### config.mk
export PLATFORM = sky130hd
export DESIGN_NAME = adr_seq
export DESIGN_NICKNAME = d
export VERILOG_FILES = /design/src/adr_pkg.sv /design/src/adr_sync_if.sv /design/src/adr_seq.sv /design/src/adr_sync.sv
export SDC_FILE = /design/constraint.sdc
export NUM_CORES = 1
export LEC_CHECK = 0
export ABC_AREA = 0
export BUFFER_PORTS_ARGS = -buffer_cell sky130_fd_sc_hd__buf_2
export CAP_MARGIN = 10
export CELL_PAD_IN_SITES_DETAIL_PLACEMENT = 0
export CELL_PAD_IN_SITES_GLOBAL_PLACEMENT = 2
export CORE_MARGIN = 3
export CORE_UTILIZATION = 41
export DETAILED_ROUTE_END_ITERATION = 10
export GPL_TIMING_DRIVEN = 0
export PLACE_DENSITY_LB_ADDON = 0.1
export SLEW_MARGIN = 40
export SYNTH_ARGS = -nofsm -noshare
export SYNTH_HDL_FRONTEND = slang
export SYNTH_SLANG_ARGS = --single-unit
### constraint.sdc
create_clock -name core_clk -period 5.6 [get_ports core_clk]
set_input_delay 1.12 -clock core_clk [delete_from_list [all_inputs] [get_ports core_clk]]
set_output_delay 1.12 -clock core_clk [all_outputs]
set_load 0.03 [all_outputs]
### src/adr_pkg.sv
// package for the dual-drive reset and diagnostic handshake
// assumes a single 10 MHz core clock and synchronous active-high reset
package adr_pkg;

	// ********************************************************
	// clock and timing
	// ********************************************************
	localparam int unsigned CLK_HZ           = 10000000;
	localparam int unsigned CLK_PERIOD_NS    = 100;
	localparam int unsigned DET_WIN_MS       = 450;
	localparam int unsigned SLV_ANNOUNCE_MS  = 400;
	localparam int unsigned PD_NEG_MS        = 1;
	localparam int unsigned RST_DIAG_S       = 30;
	localparam int unsigned RST_HOLD_S       = 31;
	localparam int unsigned CMD_DIAG_S       = 5;
	localparam int unsigned CMD_HOLD_S       = 6;
	localparam int unsigned BSY_SET_NS       = 400;
	localparam int unsigned RST_PULSE_US     = 25;

	// cycle counts: least times round up, longest round down
	localparam int unsigned CYC_PER_MS       = CLK_HZ / 1000;
	localparam int unsigned DET_WIN_CYC      = DET_WIN_MS * CYC_PER_MS;
	localparam int unsigned SLV_ANNOUNCE_CYC = SLV_ANNOUNCE_MS * CYC_PER_MS;
	localparam int unsigned PD_NEG_CYC       = PD_NEG_MS * CYC_PER_MS;
	localparam int unsigned RST_DIAG_CYC     = RST_DIAG_S * CLK_HZ;
	localparam int unsigned RST_HOLD_CYC     = RST_HOLD_S * CLK_HZ;
	localparam int unsigned CMD_DIAG_CYC     = CMD_DIAG_S * CLK_HZ;
	localparam int unsigned CMD_HOLD_CYC     = CMD_HOLD_S * CLK_HZ;
	localparam int unsigned BSY_SET_CYC      = (BSY_SET_NS / CLK_PERIOD_NS) < 1 ? 1 : BSY_SET_NS / CLK_PERIOD_NS;
	localparam int unsigned RST_PULSE_CYC    = (RST_PULSE_US * 1000 + CLK_PERIOD_NS - 1) / CLK_PERIOD_NS;

	localparam int unsigned TMR_W            = 32;

	// ********************************************************
	// sequencer states
	// ********************************************************
	typedef enum logic [2:0] {
		ST_IDLE    = 3'b000,
		ST_M_DET   = 3'b001,
		ST_M_WAIT  = 3'b010,
		ST_S_ANN   = 3'b011,
		ST_S_DIAG  = 3'b100,
		ST_S_HOLD  = 3'b101
	} adr_state_t;

	// event kinds that open a window
	typedef enum logic [1:0] {
		EV_HARD = 2'b00,
		EV_SOFT = 2'b01,
		EV_DIAG = 2'b10
	} adr_event_t;

endpackage

### src/adr_sync_if.sv
// interface carrying the filtered line levels from the synchroniser
// assumes both ends run on core_clk
`timescale 1ns/1ps
interface adr_sync_if;
	logic dasp_act;     // slave-present line seen asserted
	logic pdiag_act;    // diag-pass line seen asserted
	logic rst_act;      // hardware reset line seen asserted
	modport src (output dasp_act, output pdiag_act, output rst_act);
	modport dst (input dasp_act, input pdiag_act, input rst_act);
endinterface

### src/adr_seq.sv
// reset and diagnostic handshake sequencer for a drive on a shared cable
// assumes core_clk at 10 MHz; dasp/pdiag are open-drain, pins resolved outside
`timescale 1ns/1ps

module adr_seq
	import adr_pkg::*;
#(
	parameter int unsigned DET_CYC      = DET_WIN_CYC,
	parameter int unsigned ANN_CYC      = SLV_ANNOUNCE_CYC,
	parameter int unsigned NEG_CYC      = PD_NEG_CYC,
	parameter int unsigned RDIAG_CYC    = RST_DIAG_CYC,
	parameter int unsigned RHOLD_CYC    = RST_HOLD_CYC,
	parameter int unsigned CDIAG_CYC    = CMD_DIAG_CYC,
	parameter int unsigned CHOLD_CYC    = CMD_HOLD_CYC,
	parameter int unsigned RPULSE_CYC   = RST_PULSE_CYC
)
(
	input  wire logic  core_clk,
	input  wire logic  rst,
	input  wire logic  is_slave,
	input  wire logic  reset_n_in,
	input  wire logic  dasp_n_in,
	input  wire logic  pdiag_n_in,
	input  wire logic  soft_reset,
	input  wire logic  diag_cmd,
	input  wire logic  host_cmd,
	input  wire logic  self_pass,
	input  wire logic  self_done,
	output logic       dasp_n_out,
	output logic       dasp_n_oe,
	output logic       pdiag_n_out,
	output logic       pdiag_n_oe,
	output logic       bsy,
	output logic       seq_done,
	output logic       slave_present,
	output logic       slave_pass
);

	typedef struct packed {
		adr_state_t       state;
		adr_event_t       ev;
		logic [TMR_W-1:0] tmr;
		logic [TMR_W-1:0] rst_len;
		logic             rst_seen;
		logic             dasp_drv;
		logic             pdiag_drv;
		logic             bsy;
		logic             done;
		logic             present;
		logic             pass;
		logic             rel_once;
	} adr_seq_st_t;

	adr_seq_st_t st_r;
	adr_seq_st_t st_nxt;
	adr_sync_if  lines ();

	// pin synchroniser
	adr_sync u_sync (
		.core_clk   (core_clk),
		.rst        (rst),
		.dasp_n_in  (dasp_n_in),
		.pdiag_n_in (pdiag_n_in),
		.reset_n_in (reset_n_in),
		.lines      (lines)
	);

	// pass window limit for the slave, by event kind
	function automatic logic [TMR_W-1:0] diag_lim(input adr_event_t e);
		diag_lim = (e == EV_DIAG) ? TMR_W'(CDIAG_CYC) : TMR_W'(RDIAG_CYC);
	endfunction

	// hold window limit, by event kind
	function automatic logic [TMR_W-1:0] hold_lim(input adr_event_t e);
		hold_lim = (e == EV_DIAG) ? TMR_W'(CHOLD_CYC) : TMR_W'(RHOLD_CYC);
	endfunction

	logic hard_evt;
	logic [TMR_W-1:0] tmr_inc;

	// hardware reset accepted only after a long enough pulse releases
	assign hard_evt = st_r.rst_seen && !lines.rst_act && (st_r.rst_len >= TMR_W'(RPULSE_CYC));
	assign tmr_inc  = st_r.tmr + TMR_W'(1);

	// ********************************************************
	// sequencer next state
	// ********************************************************
	always_comb
	begin
		st_nxt     = st_r;
		st_nxt.tmr = tmr_inc;
		// measure the reset pulse
		if (lines.rst_act)
		begin
			st_nxt.rst_seen = 1'b1;
			st_nxt.rst_len  = (st_r.rst_len == '1) ? st_r.rst_len : st_r.rst_len + TMR_W'(1);
		end
		else
		begin
			st_nxt.rst_seen = 1'b0;
			st_nxt.rst_len  = '0;
		end
		case (st_r.state)
			ST_IDLE:
			begin
				st_nxt.tmr = st_r.tmr;
			end
			ST_M_DET:
			begin
				if (lines.dasp_act)
				begin
					st_nxt.present = 1'b1;
					st_nxt.state   = ST_M_WAIT;
					st_nxt.tmr     = '0;
				end
				else if (st_r.tmr >= TMR_W'(DET_CYC - 1))
				begin
					st_nxt.present = 1'b0;
					st_nxt.state   = ST_IDLE;
					st_nxt.done    = 1'b1;
					st_nxt.bsy     = 1'b0;
				end
			end
			ST_M_WAIT:
			begin
				// dasp is ignored here; pdiag is blanked for one release window
				// so a level still held from the last event is not taken as a pass
				if (lines.pdiag_act && st_r.tmr >= TMR_W'(NEG_CYC))
				begin
					st_nxt.pass  = 1'b1;
					st_nxt.state = ST_IDLE;
					st_nxt.done  = 1'b1;
					st_nxt.bsy   = 1'b0;
				end
				else if (st_r.tmr >= hold_lim(st_r.ev) - TMR_W'(1))
				begin
					st_nxt.pass  = 1'b0;
					st_nxt.state = ST_IDLE;
					st_nxt.done  = 1'b1;
					st_nxt.bsy   = 1'b0;
				end
			end
			ST_S_ANN:
			begin
				// announce presence well within its limit, then diag
				if (st_r.tmr >= TMR_W'(NEG_CYC - 1) || st_r.tmr >= TMR_W'(ANN_CYC - 1))
				begin
					st_nxt.state = ST_S_DIAG;
				end
			end
			ST_S_DIAG:
			begin
				if (self_done && self_pass && st_r.tmr < diag_lim(st_r.ev))
				begin
					st_nxt.pdiag_drv = 1'b1;
					st_nxt.state     = ST_S_HOLD;
					st_nxt.bsy       = 1'b0;
					if (st_r.ev != EV_HARD)
						st_nxt.dasp_drv = 1'b0;
				end
				else if (st_r.tmr >= diag_lim(st_r.ev) - TMR_W'(1) || (self_done && !self_pass))
				begin
					st_nxt.state = ST_S_HOLD; // failed: diag line stays off
					st_nxt.bsy   = 1'b0;
					st_nxt.done  = 1'b1;
				end
			end
			ST_S_HOLD:
			begin
				if (st_r.tmr >= hold_lim(st_r.ev) - TMR_W'(1))
				begin
					st_nxt.pdiag_drv = 1'b0;
					st_nxt.dasp_drv  = 1'b0;
					st_nxt.state     = ST_IDLE;
					st_nxt.done      = 1'b1;
				end
			end
			default:
			begin
				st_nxt.state = ST_IDLE;
			end
		endcase
		// first edge after power-on reset opens the power-on windows
		if (st_r.ev == EV_HARD && st_r.state == ST_IDLE && !st_r.done && st_r.bsy)
		begin
			st_nxt.tmr      = '0;
			st_nxt.state    = is_slave ? ST_S_ANN : ST_M_DET;
			st_nxt.dasp_drv = is_slave;
		end
		// first host command after a power-on or hardware reset drops the slave-present line once
		if (is_slave && host_cmd && st_r.ev == EV_HARD && !st_r.rel_once)
		begin
			st_nxt.dasp_drv = 1'b0;
			st_nxt.rel_once = 1'b1;
		end
		// window-opening events, restart the counter
		if (hard_evt || soft_reset || diag_cmd)
		begin
			st_nxt.tmr       = '0;
			st_nxt.bsy       = 1'b1;
			st_nxt.done      = 1'b0;
			st_nxt.pdiag_drv = 1'b0;
			st_nxt.ev        = hard_evt ? EV_HARD : (soft_reset ? EV_SOFT : EV_DIAG);
			st_nxt.rel_once  = 1'b0;
			if (is_slave)
			begin
				st_nxt.state    = ST_S_ANN;
				st_nxt.dasp_drv = 1'b1;
			end
			else if (hard_evt)
			begin
				st_nxt.state   = ST_M_DET;
				st_nxt.present = 1'b0;
				st_nxt.pass    = 1'b0;
			end
			else if (st_r.present)
			begin
				st_nxt.state = ST_M_WAIT;
				st_nxt.pass  = 1'b0;
			end
			else
			begin
				st_nxt.state = ST_IDLE;
				st_nxt.done  = 1'b1;
				st_nxt.bsy   = 1'b0;
			end
		end
	end

	// ********************************************************
	// state register, power-on acts like a hardware reset
	// ********************************************************
	always_ff @(posedge core_clk)
	begin
		if (rst)
		begin
			st_r       <= '0;
			st_r.state <= ST_IDLE;
			st_r.ev    <= EV_HARD;
			st_r.bsy   <= 1'b1;
		end
		else
			st_r <= st_nxt;
	end

	// open-drain outputs: enable low means driving low (asserted)
	assign dasp_n_out    = 1'b0;
	assign dasp_n_oe     = ~st_r.dasp_drv;
	assign pdiag_n_out   = 1'b0;
	assign pdiag_n_oe    = ~st_r.pdiag_drv;
	assign bsy           = st_r.bsy;
	assign seq_done      = st_r.done;
	assign slave_present = st_r.present;
	assign slave_pass    = st_r.pass;

endmodule

### src/adr_sync.sv
// three-stage pin synchroniser with agreement filter
// assumes pins are active low and asynchronous to core_clk
`timescale 1ns/1ps
module adr_sync
	import adr_pkg::*;
(
	input  wire logic  core_clk,
	input  wire logic  rst,
	input  wire logic  dasp_n_in,
	input  wire logic  pdiag_n_in,
	input  wire logic  reset_n_in,
	adr_sync_if.src    lines
);

	typedef struct packed {
		logic [2:0] s1;
		logic [2:0] s2;
		logic [2:0] s3;
		logic [2:0] lvl;
	} adr_sync_st_t;

	adr_sync_st_t st_r;
	adr_sync_st_t st_nxt;

	// ********************************************************
	// shift and accept a level once stages two and three agree
	// ********************************************************
	always_comb
	begin
		st_nxt     = st_r;
		st_nxt.s1  = {~reset_n_in, ~pdiag_n_in, ~dasp_n_in};
		st_nxt.s2  = st_r.s1;
		st_nxt.s3  = st_r.s2;
		for (int i = 0; i < 3; i++)
		begin
			if (st_r.s2[i] == st_r.s3[i])
				st_nxt.lvl[i] = st_r.s3[i];
		end
	end

	// state register
	always_ff @(posedge core_clk)
	begin
		if (rst)
			st_r <= '0;
		else
			st_r <= st_nxt;
	end

	assign lines.dasp_act  = st_r.lvl[0];
	assign lines.pdiag_act = st_r.lvl[1];
	assign lines.rst_act   = st_r.lvl[2];

endmodule

==> summary.txt, run 1 <==
Status
  • Status: complete, no violations

Power and ir drop
  • PwrDens: 234 nW/um2
  • Maximum resistive drop on vdd: 0.157 mV
  • P_leak: 2.04 nW

Floorplan
  • Number of primary I/O pins: 19
  • Initial Utilization: 42.7%
  • Die Height: 119 um
  • Full die area: 14100 um2
  • Number of placement rows: 40
  • Floorplan Core Area: 12200 um2
  • Die width: 119 um

Timing
  • Slew of the pin with the lowest slew margin: 671 ps
  • Final worst path period need: 3770 ps
  • Final clock skew: 8.55 ps
  • Sum of negative setup slack: 0 ps
  • Period utilization: 67.4%
  • Worst-case setup margin in the final layout: 1830 ps
  • Count of final hold-check violations: 0
  • Unrepaired setup endpoints after global routing: no
  • Final setup violating endpoints: 0
  • F_max: 0.265 GHz
  • Fin. max-slew vios: 0
  • Worst slew margin relative to its limit: 55.1%

Route
  • Vias after detailed routing: 4426
  • Final WL: 12300 um
  • Number of iterations in the first detailed-routing pass: 7
  • Number of remaining DRC errors: 0
  • Initial detailed-routing violation count: 301
  • Routed length per instance: 15.1 um
  • Via density: 5.41
  • Number of routed nets with antenna violations: 0

Clock network
  • CTS Buf Count: 9
  • CTS root buffer: clkbuf_16
  • Clock tree from TritonCTS: built
  • Number of buffers inserted for hold repair after clock tree synthesis: 0
  • Clk pin slew, worst setup/hold paths: 60 ps
  • Number of buffers inserted by post-CTS setup repair: 0
  • Buffer levels on the longest clock path: 2
  • Number of clock sinks: 89
  • Quantity of gates resized following cts: 0
  • Number of H-tree levels: 3
  • Worst skew pair latency: 340 ps

Placement
  • Placer congestion estimate: 0.875
  • Port-buffer cells: 15
  • Detailed Place HPWL: 9060 um
  • DP Worst Slack: 1900 ps

GRT
  • Maximum number of pins on one net before global-route repair: 18
  • Sum of overflow across all layers after global routing: 0
  • Gr usage total: 18.2%
  • Number of antenna violations at the first check in global routing: 0
  • Vias in the first global route: 4134
  • Global-route wire length before repair: 20900 um

Yosys
  • Synthesis Warnings: 0
  • Mapped cell area: 5210 um2
  • Synthesized netlist cell count: 619
  • Synth async-reset ratio: 0%
  • Syn_area_per_cell: 8.41 um2
  • Sequential area share after synthesis: 34.2%
  • Number of enable-type register cells in the synthesized netlist: 0
  • Number of distinct library cells after synthesis: 82
  • Ys flop type: dfxtp_1
  • Synth Register Bits: 89

Setup path
  • Cell class contributing the biggest share of worst-path delay: compound AO/OA/AOI/OAI gates
  • Buf/Inv on CP: 2
  • Cell seen most often among critical-path stages: o21ai_0
  • Maximum fanout encountered on the critical timing path: 17
  • Required time reported for the critical path endpoint: 5800 ps
  • Kind of start point of the critical path: flip-flop
  • Critical-path top delay cell: dfxtp_1
  • CP Cell Sequence: nor2b_4 > buf_6 > inv_1 > ha_1 > and3_1 > o21ai_0 > o221ai_1 > a221o_1 > nor3b_1 > o41ai_2 > o21ai_0 > o311ai_1
  • Type of the worst setup path: reg2reg
  • Slowest cell delay on critical path: 470 ps
  • CP Capture Type: flip-flop
  • Data arrival, critical path: 3980 ps

Cells and area
  • Area growth syn-to-layout: 11.4%
  • Most common cell after layout, fill and taps aside: dfxtp_1
  • NumNets Final: 678
  • Util after Layout: 47.5%
  • N_diodes: 0
  • Leading cell types in the layout, fill and taps excluded: dfxtp_1, nor2_1, nand2_1, xor2_1, o21ai_0
  • Share of post-route cells with drive strength above 1: 12.3%

Flow run
  • Max-cap viol count: 0

Min path
  • Hold WC Path Type: reg2reg
-- synthesized netlist by cell type (all sizes together), types with 3 or more instances --
cell | count | share of area (%)
o21a | 4 | 0.58
nor4b | 5 | 1.4
a21oi | 30 | 3.0
or3 | 14 | 1.7
or4 | 4 | 0.65
buf | 16 | 2.3
nand3 | 29 | 2.8
nor2b | 9 | 1.2
a31oi | 4 | 0.60
o22ai | 3 | 0.36
nor2 | 88 | 6.3
and2 | 6 | 0.74
nor3b | 4 | 0.58
o311ai | 3 | 0.84
xnor2 | 19 | 3.2
nand3b | 9 | 1.3
a211oi | 7 | 1.1
o211ai | 4 | 0.77
a21o | 3 | 0.43
and3 | 10 | 1.3
nand2 | 46 | 3.3
dfxtp | 89 | 34
or2 | 3 | 0.36
ha | 21 | 5.0
and4 | 11 | 1.9
inv | 19 | 1.4
xor2 | 32 | 5.4
clkbuf | 14 | 1.6
nand4 | 18 | 2.7
nor4 | 11 | 1.7
nor3 | 18 | 2.0
o21ai | 31 | 3.0
nand2b | 3 | 0.36
-- per-layer routing --
layer	track usage, %	wire length [um]
met4	7.46	296
met5	0	0
met3	2.68	361
met2	28.7	5570
met1	24.8	6100
-- power by group --
group | switching (mW) | internal [mW] | total, mW | leakage [nW]
sequential | 0.00568 | 0.640 | 0.646 | 0.720
clock | 0.254 | 0.371 | 0.625 | 0.150
combinational | 0.0560 | 0.0318 | 0.0878 | 1.17
-- metrics by stage --
stage | cell area (um2) | power [mW] | cells | hold slack [ps]
after floorplan | 5210 | 0.722 | 620 | 414
after global placement | 5500 | 0.747 | 803 | 426
after detailed placement | 5500 | 0.748 | 803 | 436
after CTS | 5800 | 1.38 | 818 | 453
after global routing | 5800 | 1.42 | 818 | 463
final | 5800 | 1.36 | 818 | 450
-- sequential cells by signal (all words and copies together), names as in the netlist --
register and cells:
bsy 1, seq_done 1, slave_pass 1, slave_present 1
st_r 73, u_sync.lines.dasp_act 1, u_sync.lines.pdiag_act 1, u_sync.lines.rst_act 1
u_sync.st_nxt 6, u_sync.st_r 3
-- worst paths after layout --
check	slack, ps	endpoint	startpoint	cells past startpoint
worst max-delay path	1830	st_r[76]$_SDFFE_PP0P_	st_r[73]$_SDFFE_PP0P_	12
worst min register to register	450	u_sync.st_nxt[3]$_SDFF_PP0_	u_sync.st_nxt[6]$_SDFF_PP0_	1
worst max register to register	1830	st_r[76]$_SDFFE_PP0P_	st_r[73]$_SDFFE_PP0P_	12
worst min-delay path	450	u_sync.st_nxt[3]$_SDFF_PP0_	u_sync.st_nxt[6]$_SDFF_PP0_	1
-- final cells by class --
class	instances	area, um2
fill	1226	6410
tap	168	210
timing repair buffer	15	75.1
buffer	31	214
sequential	89	1780
clock buffer	12	256
clock inverter	3	47.5
multi-input combinational	481	3150
inverter	19	71.3
-- logic make-up after synthesis --
group	share of synthesized area, %
buf+inv	5.48
fa+ha+maj	5.04
flops	34.2
mux	0.408
other cells	0.0720
simple gates	31.7
xor+xnor	8.58
compound gates	14.5
No activity file was read; power rests on OpenSTA's default activity.
==> run 2: changes to the inputs <==
--- a/config.mk
+++ b/config.mk
@@ -11,7 +11,7 @@
 export CELL_PAD_IN_SITES_DETAIL_PLACEMENT = 0
 export CELL_PAD_IN_SITES_GLOBAL_PLACEMENT = 2
 export CORE_MARGIN = 3
-export CORE_UTILIZATION = 41
+export CORE_UTILIZATION = 35
 export DETAILED_ROUTE_END_ITERATION = 10
 export GPL_TIMING_DRIVEN = 0
 export PLACE_DENSITY_LB_ADDON = 0.1
==> constraint.sdc (replaced) <==
create_clock -name core_clk -period 3.2 [get_ports core_clk]
set_input_delay 0.64 -clock core_clk [delete_from_list [all_inputs] [get_ports core_clk]]
set_output_delay 0.64 -clock core_clk [all_outputs]
set_load 0.03 [all_outputs]
==> run 2 against run 1 <==
  * Global-route usage down 1.3 points
  * Fmax up 24%
  * Cell count up 3.1%
  * Critical path depth up 1
  * Wire length up 6.5%
  * Register-to-register slack worse by 1700 ps
  * Via count up 0.97%
  * Final area up 2.8%
==> summary.txt, run 2 (synthesized netlist as in run 1, its figures left out) <==
Status
  • Status: complete, no violations

GRT
  • Global-route wire length before repair: 22100 um (+5.9%)
  • Vias in the first global route: 4339 (+5.0%)
  • Sum of overflow across all layers after global routing: 0 (unchanged)
  • Maximum number of pins on one net before global-route repair: 17 (-1)
  • Number of antenna violations at the first check in global routing: 0 (unchanged)
  • Met2 track demand over resource in global routing: 27.2% (-1.5 points)
  • Gr usage total: 16.8% (-1.3 points)
  • GR Layer Usage met1: 22.8% (-2.0 points)
  • Global routing usage on met3: 4.42% (+1.7 points)
  • Top Usage Layer GRT: met2

Cells and area
  • Number of filler instances in the final layout: 1477 (+20%)
  • Final instance area: 5960 um2 (+2.8%)
  • N_diodes: 0 (unchanged)
  • Share of post-route cells with drive strength above 1: 15.1% (+2.8 points)
  • Leading cell types in the layout, fill and taps excluded: nor2_1, dfxtp_1, nand2_1, xor2_1
  • Max reg flops: 73 (unchanged)
  • Register with the most flip-flops: st_r
  • NumNets Final: 690 (+1.8%)
  • Storage cell area: 1790 um2 (+0.28%)
  • Most common cell after layout, fill and taps aside: nor2_1
  • Filler-free cell count of the finished design: 843 (+3.1%)
  • Area growth syn-to-layout: 14.5%
  • Area of the multi-input gates: 3190 um2 (+1.4%)

Setup path
  • Cell class contributing the biggest share of worst-path delay: compound AO/OA/AOI/OAI gates
  • Buf/Inv on CP: 3 (+1)
  • Slowest cell delay on critical path: 410 ps (-60 ps)
  • Critical-path top delay cell: a221o_1
  • Maximum fanout encountered on the critical timing path: 6 (-11)
  • Kind of start point of the critical path: flip-flop
  • Cells on worst reg2reg path: 13 (+1)
  • Worst reg2reg startpoint: st_r[73]$_SDFFE_PP0P_
  • CP Cell Sequence: nor2b_4 > buf_8 > clkinvlp_4 > buf_4 > ha_1 > and3_1 > o21ai_2 > o221ai_1 > a221o_1 > nor3b_4 > o41ai_4 > or2_1 > a21oi_2
  • CP Capture Type: flip-flop
  • Required time reported for the critical path endpoint: 3490 ps (-2310 ps)
  • Worst r2r dst: st_r[75]$_SDFFE_PP0P_
  • Type of the worst setup path: reg2reg
  • Minimum setup slack among reg-to-reg paths: 150 ps (-1670 ps)
  • Data arrival, critical path: 3330 ps (-650 ps)

Clock network
  • Clk pin slew, worst setup/hold paths: 70 ps (about the same)
  • Buffer levels on the longest clock path: 2 (unchanged)
  • CTS root buffer: clkbuf_16
  • Number of clock sinks: 89 (unchanged)
  • Clock tree from TritonCTS: built
  • Number of buffers inserted for hold repair after clock tree synthesis: 0 (unchanged)
  • Number of H-tree levels: 3 (unchanged)
  • CTS Buf Count: 9 (unchanged)
  • Worst skew pair latency: 350 ps (about the same)

Timing
  • Final clock skew: 14.8 ps (+6.29 ps)
  • Worst slew margin relative to its limit: 53.9% (-1.2 points)
  • Unrepaired setup endpoints after global routing: no
  • Final worst path period need: 3050 ps (-729 ps)
  • Sum of negative setup slack: 0 ps (unchanged)
  • Fin. max-slew vios: 0 (unchanged)
  • F_max: 0.328 GHz (+24%)
  • Slew of the pin with the lowest slew margin: 685 ps (+14.6 ps)
  • Count of final hold-check violations: 0 (unchanged)
  • Final setup violating endpoints: 0 (unchanged)
  • Period utilization: 95.2% (+28 points)

Route
  • Number of routed nets with antenna violations: 0 (unchanged)
  • Via density: 5.30 (-2.0%)
  • Routed length per instance: 15.6 um (+3.4%)
  • Final WL: 13100 um (+6.5%)
  • Initial detailed-routing violation count: 229 (-24%)
  • Number of remaining DRC errors: 0 (unchanged)
  • Vias after detailed routing: 4469 (+0.97%)
  • Number of iterations in the first detailed-routing pass: 5 (-2)

Placement
  • Post-placement cell area: 5510 um2 (+0.27%)
  • DP Cell Count: 815 (+1.5%)
  • Placer congestion estimate: 0.825 (-5.7%)
  • Detailed Place HPWL: 9600 um (+6.0%)
  • Port-buffer cells: 15 (unchanged)

Min path
  • Cell depth of the worst min-delay path: 2 (+1)
  • Sink of the worst hold path: u_sync.st_nxt[8]$_SDFF_PP0_
  • Hold WC Path Type: in2reg
  • Start point of the worst min-delay path: reset_n_in

Power and ir drop
  • Maximum resistive drop on vdd: 0.376 mV (+140%)
  • PwrDens: 404 nW/um2 (+73%)
  • P_leak: 2.09 nW (+2.6%)

Floorplan
  • Floorplan Core Area: 14200 um2 (+16%)
  • Die Height: 128 um (+7.8%)
  • Number of placement rows: 43 (+7.5%)
  • Initial Utilization: 36.7% (-6.0 points)
  • Number of primary I/O pins: 19 (unchanged)
  • Full die area: 16400 um2 (+16%)
  • Die width: 128 um (+7.8%)

Flow run
  • Max-cap viol count: 0 (unchanged)
run 2: cell count changes in the layout (fill, tap and decap cells not counted), sizes merged:
| cell | change |
|---|---|
| clkinvlp | +3 |
| buf | +11 |
| inv | -1 |
| clkinv | +2 |
| clkbuf | -2 |
run 2: area by class of cell:
type	instances	area share, %
Buffer	31	3.65
Clock inverter	6	1.26
Multi-Input combinational cell	481	53.5
Sequential cell	89	30.0
Timing Repair Buffer	26	2.64
Timing Repair inverter	1	0.126
Inverter	19	1.26
Clock buffer	10	3.84
Tap cell	180	3.78
run 2: how the worst max path moves through the flow:
stage / cells past startpoint / to / slack (ps) / startpoint
after floorplan: 12 / st_r[75]$_SDFFE_PP0P_ / 300 / st_r[73]$_SDFFE_PP0P_
after global placement: 12 / st_r[76]$_SDFFE_PP0P_ / -540 / st_r[73]$_SDFFE_PP0P_
after detailed placement: 12 / st_r[75]$_SDFFE_PP0P_ / -510 / st_r[73]$_SDFFE_PP0P_
after CTS: 13 / st_r[75]$_SDFFE_PP0P_ / 10 / st_r[73]$_SDFFE_PP0P_
after global routing: 13 / st_r[76]$_SDFFE_PP0P_ / 10 / st_r[73]$_SDFFE_PP0P_
final: 13 / st_r[75]$_SDFFE_PP0P_ / 150 / st_r[73]$_SDFFE_PP0P_
run 2: stage by stage:
step	util, %	hold WS, ps	worst slack [ps]	power (mW)
2_1_floorplan	-	414	302	1.26
3_5_place_dp	38.8	436	-511	1.31
4_1_cts	41.6	409	10.8	2.44
6_report	42.0	428	155	2.41
5_1_grt	42.0	406	11.4	2.52
3_3_place_gp	38.8	426	-540	1.31
run 2: repair_timing:
action | 4_1_cts | 5_1_grt
buffers inserted | 8 | 3
resized for setup | 9 | 6
endpoints found under the setup margin | 8 | 5
pin swaps | 2 | 1
gates cloned | 1 | 0
run 2: per-layer routing:
layer	share of wire, %	vias to the layer above
li1	-	2285
met1	50	2090
met2	46	84
met3	3.5	10
met4	0.86	0
met5	0	-
run 2: where the power goes:
part	switching, mW	internal [mW]	leakage, nW
combinational	0.105	0.0648	1.23
clock	0.493	0.617	0.145
sequential	0.0107	1.12	0.721
total	0.609	1.80	2.09
==> run 3: changes to the inputs <==
--- a/config.mk
+++ b/config.mk
@@ -14,7 +14,7 @@
 export CORE_UTILIZATION = 35
 export DETAILED_ROUTE_END_ITERATION = 10
 export GPL_TIMING_DRIVEN = 0
-export PLACE_DENSITY_LB_ADDON = 0.1
+export PLACE_DENSITY_LB_ADDON = 0.3
 export SLEW_MARGIN = 40
 export SYNTH_ARGS = -nofsm -noshare
 export SYNTH_HDL_FRONTEND = slang
==> run 3 against run 2 <==
  * Sequential power is essentially flat
  * Register-to-register slack is essentially flat
  * Worst hold slack lost 2.7 ps
  * Flip-flop and latch count is the same
  * Worst setup slack gained 8.3 ps
  * Highest routed layer unchanged
==> summary.txt, run 3 (synthesized netlist as in run 1, its figures left out) <==
Status
  • Status: complete, no violations

Clock network
  • Number of clock sinks: 89 (unchanged)
  • CTS root buffer: clkbuf_16
  • Worst skew pair latency: 350 ps (about the same)
  • Clock tree from TritonCTS: built
  • Buffer levels on the longest clock path: 2 (unchanged)
  • Clk pin slew, worst setup/hold paths: 70 ps (about the same)
  • Number of H-tree levels: 3 (unchanged)
  • CTS Buf Count: 9 (unchanged)

Route
  • Vias after detailed routing: 4477 (+0.18%)
  • Initial detailed-routing violation count: 325 (+42%)
  • Number of routed nets with antenna violations: 0 (unchanged)
  • Routed length per instance: 15.2 um (-2.3%)
  • Number of iterations in the first detailed-routing pass: 5 (unchanged)
  • Via density: 5.31 (+0.18%)
  • Final WL: 12800 um (-2.3%)
  • Number of remaining DRC errors: 0 (unchanged)

Floorplan
  • Floorplan Core Area: 14200 um2 (unchanged)
  • Number of placement rows: 43 (unchanged)
  • Initial Utilization: 36.7% (unchanged)
  • Full die area: 16400 um2 (unchanged)
  • Number of primary I/O pins: 19 (unchanged)
  • Die width: 128 um (unchanged)
  • Die Height: 128 um (unchanged)

Placement
  • Port-buffer cells: 15 (unchanged)
  • Post-placement cell area: 5510 um2 (unchanged)
  • Detailed Place HPWL: 9400 um (-2.1%)
  • Placer congestion estimate: 0.864 (+4.6%)
  • DP Cell Count: 815 (unchanged)
  • DP Worst Slack: -519 ps (-7.75 ps)

GRT
  • Number of antenna violations at the first check in global routing: 0 (unchanged)
  • Gr usage total: 16.4% (-0.47 points)
  • Sum of overflow across all layers after global routing: 0 (unchanged)
  • Vias in the first global route: 4348 (+0.21%)
  • Maximum number of pins on one net before global-route repair: 19 (+2)
  • Global-route wire length before repair: 21700 um (-1.7%)

Cells and area
  • Number of filler instances in the final layout: 1471 (-0.41%)
  • Area growth syn-to-layout: 14.9%
  • Final instance area: 5980 um2 (+0.34%)
  • N_diodes: 0 (unchanged)
  • Area of the multi-input gates: 3210 um2 (+0.51%)
  • Util after Layout: 42.1% (+0.14 points)
  • Register with the most flip-flops: st_r
  • NumNets Final: 690 (unchanged)
  • Share of post-route cells with drive strength above 1: 15.2% (+0.15 points)
  • Filler-free cell count of the finished design: 843 (unchanged)
  • Leading cell types in the layout, fill and taps excluded: nor2_1, dfxtp_1, nand2_1, xor2_1
  • Storage cell area: 1790 um2 (unchanged)
  • Most common cell after layout, fill and taps aside: nor2_1
  • Max reg flops: 73 (unchanged)

Setup path
  • CP Capture Type: flip-flop
  • Slowest cell delay on critical path: 380 ps (-30 ps)
  • Required time reported for the critical path endpoint: 3490 ps (about the same)
  • Critical-path top delay cell: dfxtp_4
  • Minimum setup slack among reg-to-reg paths: 160 ps (about the same)
  • CP Cell Sequence: nor2b_4 > buf_8 > clkinvlp_4 > buf_12 > ha_1 > nor4bb_1 > nand3_1 > nor3_4 > o22a_1 > nor3b_4 > o41ai_4 > or2_1 > a21oi_2
  • Maximum fanout encountered on the critical timing path: 11 (+5)
  • Kind of start point of the critical path: flip-flop
  • Data arrival, critical path: 3320 ps (about the same)
  • Type of the worst setup path: reg2reg

Power and ir drop
  • Fraction of power consumed by the clock network: 45.0% (-1.1 points)
  • Internal power summed over all cells: 1.74 mW (-3.7%)
  • P_leak: 2.11 nW (+0.60%)
  • Gate power share: 7.2% (about the same)
  • Net switching power: 627 uW (+3.0%)
  • Register share of total power: 47.8% (+0.9 points)
  • Maximum resistive drop on vdd: 0.325 mV (-13%)
  • Net Sw Frac: 26.6% (+1.3 points)
  • PwrDens: 395 nW/um2 (-2.3%)

Timing
  • Count of final hold-check violations: 0 (unchanged)
  • Worst slew margin relative to its limit: 55.0% (+1.1 points)
  • Final setup violating endpoints: 0 (unchanged)
  • Slew of the pin with the lowest slew margin: 671 ps (-13.7 ps)
  • Period utilization: 94.9% (-0.26 points)
  • Worst-case setup margin in the final layout: 163 ps (+8.32 ps)
  • F_max: 0.329 GHz (+0.27%)
  • Sum of negative setup slack: 0 ps (unchanged)
  • Final clock skew: 9.65 ps (-5.19 ps)
  • Fin. max-slew vios: 0 (unchanged)
  • Final worst path period need: 3040 ps (-8.32 ps)

Min path
  • Hold WC Path Type: in2reg

Flow run
  • Max-cap viol count: 0 (unchanged)
run 3: power by group through the flow:
stage,logic (mW),clock network (mW),registers [mW]
2_1_floorplan,0.107,0,1.16
3_3_place_gp,0.154,0,1.16
3_5_place_dp,0.154,0,1.16
4_1_cts,0.163,1.11,1.13
5_1_grt,0.188,1.15,1.13
6_report,0.171,1.06,1.13
run 3: metal layers:
metal,track usage (%),part of all wire (%),vias up
met4,3.43,0.62,0
met1,22.4,50,2134
met2,26.2,47,50
met5,0,0,-
met3,4.17,3.0,6
li1,-,-,2287
run 3: cell type report:
type                            instances  share of cell area, %
Clock inverter                          7                   1.17
Buffer                                 31                   3.64
Timing Repair Buffer                   27                   2.97
Sequential cell                        89                   29.9
Multi-Input combinational cell        481                   53.6
Clock buffer                            9                   3.76
Tap cell                              180                   3.76
Inverter                               19                   1.25
run 3: worst paths after layout:
kind	endpoint	depth (start not counted)	startpoint
setup / recovery	st_r[75]$_SDFFE_PP0P_	13	st_r[73]$_SDFFE_PP0P_
hold / removal	u_sync.st_nxt[8]$_SDFF_PP0_	2	reset_n_in
setup reg to reg	st_r[75]$_SDFFE_PP0P_	13	st_r[73]$_SDFFE_PP0P_
hold reg to reg	u_sync.st_nxt[5]$_SDFF_PP0_	1	u_sync.st_nxt[8]$_SDFF_PP0_
run 3: worst max-delay path: cells and delay by family, from the launching register on:
kind                     cells  cell delay, ps
flip-flops                   1             380
AND/OR/NAND/NOR              6            1380
buffers and inverters        3             440
AO/OA/AOI/OAI                3             490
adder cells (fa/ha/maj)      1             290
run 3: what timing repair did:
action,in CTS,in global routing
gates resized for setup,7,11
endpoints found under the hold margin,0,0
buffers inserted,6,6
cloned,0,0
pin swaps,1,4
setup endpoints to repair,8,5
hold buffers,0,0
run 3: metrics by stage:
stage,total power [mW],hold WS (ps)
after floorplan,1.26,414
after global placement,1.31,418
after detailed placement,1.31,429
after CTS,2.40,406
after global routing,2.47,407
final,2.36,425
